[src/adcr_regs.vh]
// Purpose: Shared constants for the converter ready strobe and serial readout.
// Assumes: All counts are in master clock periods unless named otherwise.
// Notes: Definitions only; included by bare name.
`ifndef ADCR_REGS_VH
`define ADCR_REGS_VH

// ----------------------------------------------------------------
// Word format
// ----------------------------------------------------------------
`define ADCR_WORD_BITS      24
`define ADCR_FIFO_DEPTH     16
`define ADCR_FIFO_AW        4

// ----------------------------------------------------------------
// Pacing and settling, in master clock periods
// ----------------------------------------------------------------
`define ADCR_MCLK_PER_N     8
`define ADCR_SETTLE_PER_N   592
`define ADCR_SETTLE_ADD     2
`define ADCR_DECIM_N        3'h1

// ----------------------------------------------------------------
// Pin reset levels, packed as {chain, sync, sclk, cs, mclk}
// ----------------------------------------------------------------
`define ADCR_PIN_COUNT      5
`define ADCR_PIN_RST        5'h0a

`endif

[src/adcr_pin_sync.v]
// Purpose: Three-stage synchroniser for pins from outside the clock domain.
// Assumes: Each pin changes slower than two clock periods.
// Notes: A new level is accepted only once stages two and three agree.
`timescale 1ns/100ps

module adcr_pin_sync #(
	parameter         WIDTH   = 1,
	parameter [WIDTH-1:0] RST_VAL = {WIDTH{1'b0}}
) (
	input  wire             clk,
	input  wire             rst,
	input  wire [WIDTH-1:0] pinIn,
	output reg  [WIDTH-1:0] level
);

	reg [WIDTH-1:0] stage1;
	reg [WIDTH-1:0] stage2;
	reg [WIDTH-1:0] stage3;

	// ----------------------------------------------------------------
	// Stages and agreement filter
	// ----------------------------------------------------------------
	// Stage one feeds only stage two, so metastability never reaches logic.
	always @(posedge clk) begin
		if (rst) begin
			stage1 <= RST_VAL;
			stage2 <= RST_VAL;
			stage3 <= RST_VAL;
			level  <= RST_VAL;
		end else begin
			stage1 <= pinIn;
			stage2 <= stage1;
			stage3 <= stage2;
			level  <= (stage2 & ~(stage2 ^ stage3)) | (level & (stage2 ^ stage3));
		end
	end

endmodule

[src/adcr_fifo.v]
// Purpose: Word FIFO between the sample source and the serial readout.
// Assumes: Single clock; valid and ready handshake on both sides.
// Notes: Full and empty come from pointers one bit wider than the address.
`timescale 1ns/100ps

module adcr_fifo #(
	parameter WIDTH = 24,
	parameter DEPTH = 16,
	parameter AW    = 4
) (
	input  wire             clk,
	input  wire             rst,
	input  wire [WIDTH-1:0] inData,
	input  wire             inValid,
	output wire             inReady,
	output wire [WIDTH-1:0] outData,
	output wire             outValid,
	input  wire             outReady
);

	reg [WIDTH-1:0] mem [0:DEPTH-1];
	reg [AW:0]      wrPtr;
	reg [AW:0]      rdPtr;

	wire            empty = (wrPtr == rdPtr);
	wire            full  = (wrPtr[AW-1:0] == rdPtr[AW-1:0]) && (wrPtr[AW] != rdPtr[AW]);
	wire            doWr  = inValid && !full;
	wire            doRd  = outReady && !empty;

	assign inReady  = !full;
	assign outValid = !empty;
	assign outData  = mem[rdPtr[AW-1:0]];

	// ----------------------------------------------------------------
	// Storage and pointers
	// ----------------------------------------------------------------
	always @(posedge clk) begin
		if (doWr) begin
			mem[wrPtr[AW-1:0]] <= inData;
		end
	end

	always @(posedge clk) begin
		if (rst) begin
			wrPtr <= {(AW+1){1'b0}};
			rdPtr <= {(AW+1){1'b0}};
		end else begin
			if (doWr) begin
				wrPtr <= wrPtr + 1'b1;
			end
			if (doRd) begin
				rdPtr <= rdPtr + 1'b1;
			end
		end
	end

endmodule

[src/adcr_readout.v]
// Purpose: Ready strobe pacing, settling and serial readout of converter words.
// Assumes: clk at 40 MHz; all pins are asynchronous and pass the synchroniser.
// Notes: Serial clock edges closer than two clk periods (50 ns) apart cannot be resolved.
`timescale 1ns/100ps
`include "adcr_regs.vh"

module adcr_readout #(
	parameter [2:0] DECIM_N = `ADCR_DECIM_N
) (
	input  wire                       clk,
	input  wire                       rst,
	input  wire [`ADCR_WORD_BITS-1:0] sampleData,
	input  wire                       sampleValid,
	output wire                       sampleReady,
	input  wire                       mclk,
	input  wire                       csN,
	input  wire                       sclk,
	input  wire                       syncPowerdownN,
	input  wire                       chainIn,
	output reg                        readyStrobeN,
	output reg                        serialOut,
	output reg                        serialOutEn,
	output reg                        settled
);

	// ----------------------------------------------------------------
	// Constants and states
	// ----------------------------------------------------------------
	localparam integer PERIOD_I = DECIM_N * `ADCR_MCLK_PER_N;
	localparam integer SETTLE_I = DECIM_N * `ADCR_SETTLE_PER_N + `ADCR_SETTLE_ADD;
	localparam [5:0]  PERIOD    = PERIOD_I[5:0];
	localparam [11:0] SETTLE    = SETTLE_I[11:0];
	localparam [1:0]  ST_PD     = 2'h0;
	localparam [1:0]  ST_SETTLE = 2'h1;
	localparam [1:0]  ST_RUN    = 2'h2;

	function rising;
		input cur;
		input prev;
		begin
			rising = cur & ~prev;
		end
	endfunction

	// ----------------------------------------------------------------
	// Pin synchronisers and edge detection
	// ----------------------------------------------------------------
	wire [`ADCR_PIN_COUNT-1:0] pins;
	reg                        mclkPrev;
	reg                        sclkPrev;
	wire                       mclkLvl  = pins[0];
	wire                       csLvlN   = pins[1];
	wire                       sclkLvl  = pins[2];
	wire                       syncLvlN = pins[3];
	wire                       chainLvl = pins[4];
	wire                       mclkRise = rising(mclkLvl, mclkPrev);
	wire                       sclkFall = rising(sclkPrev, sclkLvl);

	adcr_pin_sync #(
		.WIDTH   (`ADCR_PIN_COUNT),
		.RST_VAL (`ADCR_PIN_RST)
	) u_sync (
		.clk   (clk),
		.rst   (rst),
		.pinIn ({chainIn, syncPowerdownN, sclk, csN, mclk}),
		.level (pins)
	);

	always @(posedge clk) begin
		if (rst) begin
			mclkPrev <= 1'b0;
			sclkPrev <= 1'b0;
		end else begin
			mclkPrev <= mclkLvl;
			sclkPrev <= sclkLvl;
		end
	end

	// ----------------------------------------------------------------
	// Conversion word buffer
	// ----------------------------------------------------------------
	wire [`ADCR_WORD_BITS-1:0] wordData;
	wire                       wordValid;
	reg                        wordTake;

	adcr_fifo #(
		.WIDTH (`ADCR_WORD_BITS),
		.DEPTH (`ADCR_FIFO_DEPTH),
		.AW    (`ADCR_FIFO_AW)
	) u_fifo (
		.clk      (clk),
		.rst      (rst),
		.inData   (sampleData),
		.inValid  (sampleValid),
		.inReady  (sampleReady),
		.outData  (wordData),
		.outValid (wordValid),
		.outReady (wordTake)
	);

	// ----------------------------------------------------------------
	// Pacing state machine
	// ----------------------------------------------------------------
	reg [1:0]  state;
	reg [1:0]  next_state;
	reg [11:0] settleCnt;
	reg [11:0] next_settleCnt;
	reg [5:0]  phase;
	reg [5:0]  next_phase;
	reg        next_strobeN;
	reg        loadWord;

	always @* begin
		next_state     = state;
		next_settleCnt = settleCnt;
		next_phase     = phase;
		next_strobeN   = readyStrobeN;
		loadWord       = 1'b0;
		wordTake       = 1'b0;
		if (mclkRise) begin
			if (!syncLvlN) begin
				next_state   = ST_PD;
				next_strobeN = 1'b1;
			end else begin
				case (state)
				ST_PD: begin
					next_state     = ST_SETTLE;
					next_settleCnt = 12'h001;
				end
				ST_SETTLE: begin
					next_settleCnt = settleCnt + 12'h001;
					if (settleCnt >= SETTLE - 12'h001) begin
						next_state = ST_RUN;
						next_phase = PERIOD - 6'h01;
					end
				end
				ST_RUN: begin
					if (phase == PERIOD - 6'h01) begin
						next_phase = 6'h00;
						if (wordValid) begin
							loadWord     = 1'b1;
							wordTake     = 1'b1;
							next_strobeN = 1'b0;
						end
					end else begin
						next_phase = phase + 6'h01;
						if (phase == PERIOD - 6'h02) begin
							next_strobeN = 1'b1;
						end
					end
				end
				default: begin
					next_state = ST_PD;
				end
				endcase
			end
		end
	end

	// Reset starts settling directly, since the filter restarts either way.
	always @(posedge clk) begin
		if (rst) begin
			state        <= ST_SETTLE;
			settleCnt    <= 12'h000;
			phase        <= 6'h00;
			readyStrobeN <= 1'b1;
			settled      <= 1'b0;
		end else begin
			state        <= next_state;
			settleCnt    <= next_settleCnt;
			phase        <= next_phase;
			readyStrobeN <= next_strobeN;
			settled      <= (next_state == ST_RUN);
		end
	end

	// ----------------------------------------------------------------
	// Serial shifter
	// ----------------------------------------------------------------
	reg [`ADCR_WORD_BITS-1:0] shift;

	always @(posedge clk) begin
		if (rst) begin
			shift       <= {`ADCR_WORD_BITS{1'b0}};
			serialOut   <= 1'b0;
			serialOutEn <= 1'b0;
		end else begin
			serialOutEn <= !csLvlN;
			if (loadWord) begin
				shift     <= wordData;
				serialOut <= wordData[`ADCR_WORD_BITS-1];
			end else if (sclkFall && !csLvlN) begin
				shift     <= {shift[`ADCR_WORD_BITS-2:0], chainLvl};
				serialOut <= shift[`ADCR_WORD_BITS-2];
			end
		end
	end

endmodule

[config.mk]
export PLATFORM = sky130hd
export DESIGN_NAME = adcr_readout
export DESIGN_NICKNAME = d
export VERILOG_FILES = /design/src/adcr_pin_sync.v /design/src/adcr_fifo.v /design/src/adcr_readout.v
export VERILOG_INCLUDE_DIRS = /design/src
export SDC_FILE = /design/constraint.sdc
export NUM_CORES = 1
export LEC_CHECK = 0
export ABC_AREA = 1
export BUFFER_PORTS_ARGS = -buffer_cell sky130_fd_sc_hd__buf_2
export CAP_MARGIN = 20
export CORE_MARGIN = 2
export CORE_UTILIZATION = 67
export DETAILED_ROUTE_END_ITERATION = 8
export PLACE_DENSITY = 0.84
export RECOVER_POWER = 25
export REMOVE_ABC_BUFFERS = 1
export SYNTH_ARGS = -nofsm -noshare
export SYNTH_HDL_FRONTEND = slang
export SYNTH_SLANG_ARGS = --single-unit
[constraint.sdc]
create_clock -name clk -period 9.4 [get_ports clk]
set_clock_uncertainty 0.15 [all_clocks]
set_input_delay 1.88 -clock clk [delete_from_list [all_inputs] [get_ports clk]]
set_output_delay 1.88 -clock clk [all_outputs]
set_load 0.05 [all_outputs]
# == Yosys cells after proc, flatten, opt, wreduce, memory -nomap -nowiden ==
# Memory sizes are Yosys's and may differ from the RTL's. A register that Yosys moved wholly into a read port is not among the register bits.
# Cells that the tools add are included.
# totals
inputBits,32
ff_bits,79
ram_bits,384
output_inout_bits,5
word_cells,83
memories,1
# op_classes
n_lt_le_gt_ge,1
bitwise,9
reduce_logical,14
add_sub_neg,4
eq_ne,12
muxes,26
# mem_list
name,depth,width,rd,rd_clocked_by_memory_dff,write_ports,line_no,rtl
u_fifo.mem,16,24,1,1,1,adcr_fifo.v:21,reg [WIDTH-1:0] mem [0:DEPTH-1];
# op_table
cell,n
two-way mux 23 bit,2
case mux 12 bit (2 select lines),1
two-way mux 1 bit,14
adder 12 x 1 -> 12 bit (second input constant),1
equality test 6 x 3 -> 1 bit (second input constant),2
greater-or-equal comparator 12 x 10 -> 1 bit (second input constant),1
two-way mux 6 bit,2
case mux 6 bit (2 select lines),1
adder 5 x 1 -> 5 bit (second input constant),2
bitwise AND 5 bit,2
two-way mux 4 bit,2
AND reduction 4 bit,2
adder 6 x 1 -> 6 bit (second input constant),1
two-way mux 2 bit,3
!= test 3 bit (second input constant),2
case mux 2 bit (3 select lines),1
nonzero test 2 bit,3
equality test 5 bit,1
inverter 5 bit,1
bitwise OR 5 bit,1
bitwise XOR 5 bit,1
equality test 2 bit (second input constant),2
equality test 4 bit,1
logical AND 1 bit,4
other kinds (8),13

# == Depth between registers and ports, before layout ==
# logic_depth
depth_word,9
mapped_depth,11
mapped_depth_nobuf,11

# == By module ==
# A second synthesis with hierarchy kept.
# hier_totals
cells_unflattened,1811
hier_area_um2,19658.9
# modules_own_cells
module,seq_area_each_um2,cells_per_inst,area_per_inst_um2,instances
adcr_fifo,11811.3,1341,16440.8,1
adcr_readout,980.9,398,2586.2,1
adcr_pin_sync,400.4,72,631.9,1

# == Worst setup path before layout ==
# Ideal clock, no wire load.
# synth_path
path_type,input -> register
startpoint,input port sampleValid
endpoint,memory u_fifo.mem[7][0] (enable)
t_required_ps,8815
setup_ps,435
path_buffers,0
arrival_ps,3686
stages,2
slack_ps,5128
path_cell_list,nand2_2 nor3_1
# synth_between
elab_chain_cells,3
# synth_rtl
item,line_no,rtl
"start, declared",adcr_readout.v:13,"input wire sampleValid,"
logical AND 1 bit,adcr_fifo.v:27,wire doWr = inValid && !full;
two-way mux 1 bit,adcr_fifo.v:38,if (doWr) begin
two-way mux 1 bit (implied by the code),adcr_fifo.v:39,mem[wrPtr[AW-1:0]] <= inData;
"end, declared",adcr_fifo.v:21,
# Every way passes these cells.

# == Worst setup path in the final report ==
# layout_path
startpoint,register u_fifo.wrPtr[3]
endpoint,output port sampleReady
# layout_between
elab_chain_cells,3
# layout_rtl
item,line_no,rtl
"start, declared",adcr_fifo.v:22,reg [AW:0] wrPtr;
"start signal, assigned",adcr_fifo.v:45,wrPtr <= {(AW+1){1'b0}};
"start signal, assigned",adcr_fifo.v:49,wrPtr <= wrPtr + 1'b1;
equality test 4 bit,adcr_fifo.v:26,wire full = (wrPtr[AW-1:0] == rdPtr[AW-1:0]) && (wrPtr[AW] != rdPtr[AW]);
logical AND 1 bit,adcr_fifo.v:26,
zero test 1 bit,adcr_fifo.v:30,assign inReady = !full;
"end, declared",adcr_readout.v:14,"output wire sampleReady,"
# Every way passes these cells.

==> flow_summary.json <==
{
  "final_area_sq_um": 20900,
  "outcome": "complete, no violations",
  "path_clk_slew_ps": 60,
  "wl_per_cell_um": 20.7,
  "grt_pass1_wl_um": 68600,
  "gr-total-overflow": 0,
  "port_buffers": 36,
  "yosysWarnings": 0,
  "syn_area_sq_um": 19000,
  "initial_core_util_pct": 68.3,
  "cp-start-kind": "register",
  "synth_cell_types": 40,
  "syn_inst": 1727,
  "min_period_ps": 3930,
  "finalSetupTns_ps": 0,
  "layout_common_cells": "nand2_1 (520), edfxtp_1 (384), nand3_1 (311), dfxtp_1 (80), inv_1 (74)",
  "rows": 61,
  "hp-start": "u_sync.stage1[4]",
  "rsz0062_at_grt": "no",
  "dpl.cell_count": 2060,
  "io_pins": 37,
  "hpwl_um": 24500,
  "hold_path_end": "u_sync.stage2[4]",
  "max_stage_delay_ps": 510,
  "final_antenna_net_count": 0,
  "final_core_util_pct": 75.0,
  "max_freq_ghz": 0.255,
  "clockRootBuffer": "clkbuf_16",
  "rrSetupSlack_ps": 5550,
  "dieWidth_um": 172,
  "layout.cells.non_filler": 2145,
  "routed_via_density": 6.16,
  "crit_path_cell_trace": "inv_2 > nand2_1 > nand2_1 > nor2_2 > nand3b_1 > buf_2",
  "grt_max_degree": 97,
  "first_pass_iters": 8,
  "peakVddDrop_mv": 0.237,
  "r2r_end": "shift[21]",
  "final_hold_viol_count": 0,
  "drt_iter0_drc": 1788,
  "antenna_found_initial": 1,
  "gp_congestion": 0.886,
  "worst_slew_pin_slew_ps": 1060,
  "seq_area_frac_synth_pct": 69.4,
  "placedInstanceArea_sq_um": 19400,
  "critPathSlowestCell": "dfxtp_1",
  "die_y_um": 172,
  "maxCapViolCount": 0,
  "fill_cells": 1713,
  "die_area_sq_um": 29700,
  "setup.worst_path.end_class": "output port",
  "cts_buffers": 45,
  "syn2layout_area_growth_pct": 9.93,
  "slew_headroom_pct": 28.9,
  "grt_pass1_vias": 12600,
  "critPathArrivalTime_ps": 1900,
  "cp_max_fo": 6,
  "cts_num_sinks": 467,
  "worst-endpoint-required_ps": 7370,
  "insertion_delay_ps": 550,
  "hold_depth": 2,
  "core_sq_um": 27900,
  "drc": 0,
  "grt_usage_pct": 30.8,
  "power_density_nw_per_um2": 198,
  "min_path_type": "register to register",
  "cts_resized": 0,
  "syn_area_per_cell_sq_um": 11.0,
  "drive_gt1_share_pct": 10.1,
  "critPathMostFrequentCell": "nand2_1",
  "cts_buffer_depth": 3,
  "synth-seq-cells": 467,
  "nets": 1772,
  "num_vias": 13200,
  "wl_um": 44300,
  "ctsHoldBuffers": 0,
  "power_mw": 4.14,
  "finalSetupViolations": 0,
  "slew_viol_final": 0,
  "num_antenna_cells": 0,
  "power.static_leakage_nw": 7.71,
  "ff2ff_path_depth": 9,
  "path_buf_inv": 2,
  "htree_num_levels": 2,
  "criticalPathCategory": "register to output port",
  "cts_setup_buffers": 0,
  "cts_tree": "yes",
  "final_common_cell": "nand2_1",
  "critical-path-top-delay-family": "flip-flops",
  "period_share_pct": 41.8
}
worst min-delay path: cells and delay by family, from the launching register on:
kind	cells	cell delay, ps
DFF	1	290
buffers and inverters	1	40
and+or+nand+nor	1	30
Yosys cell counts (all sizes together):
cell type  instances  area (sq um)
a211oi             1          12.5
a21boi             1          7.51
a21oi             70           410
a31oi              1          6.26
and2               1          6.26
buf               51           288
clkbuf            41           154
dfxtp             83          1660
edfxtp           384         11500
ha                10           125
inv               85           319
maj3               1          10.0
mux2i             22           220
nand2            526          1990
nand3            314          1590
nand3b             2          15.0
nand4              3          18.8
nor2              65           282
nor3               4          20.0
nor3b              1          7.51
nor4               1          6.26
o211ai             2          15.0
o21ai             49           260
o22ai              1          6.26
or2                6          37.5
xnor2              1          8.76
xor2               1          8.76
where the power goes:
part	switching (mW)	leakage, nW	internal, mW	total (mW)
combinational	0.0709	2.84	0.0171	0.0880
clock	0.749	0.724	1.03	1.78
sequential	0.00686	4.14	2.26	2.27
total	0.827	7.71	3.31	4.14
sequential cells by signal (all words and copies together), names as in the netlist, named ones only:
| register | cells |
|---|---|
| shift | 23 |
| readyStrobeN | 1 |
| phase | 6 |
| u_fifo.rdPtr | 5 |
| u_sync.stage1 | 5 |
| mclkPrev | 1 |
| u_fifo.wrPtr | 5 |
| sclkPrev | 1 |
| u_fifo.mem | 384 |
| settleCnt | 12 |
| serialOutEn | 1 |
| settled | 1 |
| serialOut | 1 |
| u_sync.stage2 | 5 |
| state | 2 |
| u_sync.stage3 | 5 |
kinds of logic after synthesis:
kind of cell	count (synthesis)	share of synthesized area, %
mux	22	1.16
simple gates	923	20.9
fa+ha+maj	11	0.711
flops	467	69.4
compound gates	125	3.78
buf+inv	177	4.00
xor+xnor	2	0.0921
metrics by stage:
stage	worst slack, ps	hold WS [ps]
finish	5470	252
detailed placement	5510	245
global placement	5570	243
global route	5400	273
floorplan	896	238
CTS	5470	259
worst max-delay path by stage:
stage                          startpoint  cells after the start           endpoint  slack (ps)
final                     u_fifo.wrPtr[3]                      6        sampleReady        5470
after global routing      u_fifo.wrPtr[3]                      6        sampleReady        5400
after CTS                 u_fifo.wrPtr[3]                      6        sampleReady        5470
after detailed placement      sampleValid                      5  u_fifo.mem[6][13]        5510
after global placement        sampleValid                      5  u_fifo.mem[6][18]        5570
after floorplan                  register                      9           shift[9]         900
metal layers:
| metal | track usage (%) | share of wire (%) | up-vias | wire, um |
|---|---|---|---|---|
| met2 | 49.8 | 48 | 841 | 21300 |
| li1 | - | - | 5946 | - |
| met5 | 0 | 0.027 | - | 12 |
| met4 | 12.5 | 3.3 | 2 | 1470 |
| met3 | 5.20 | 11 | 140 | 4660 |
| met1 | 42.2 | 38 | 6286 | 16900 |
layout make-up:
class	count	area, sq um	area share, %
clock buffer	68	1330	6.36
clock inverter	16	135	0.646
inverter	85	322	1.54
multi-input combinational	1083	5180	24.8
sequential	467	13200	63.1
tap	378	473	2.26
timing repair buffer	48	264	1.26
(Power assumes the default switching activity.)
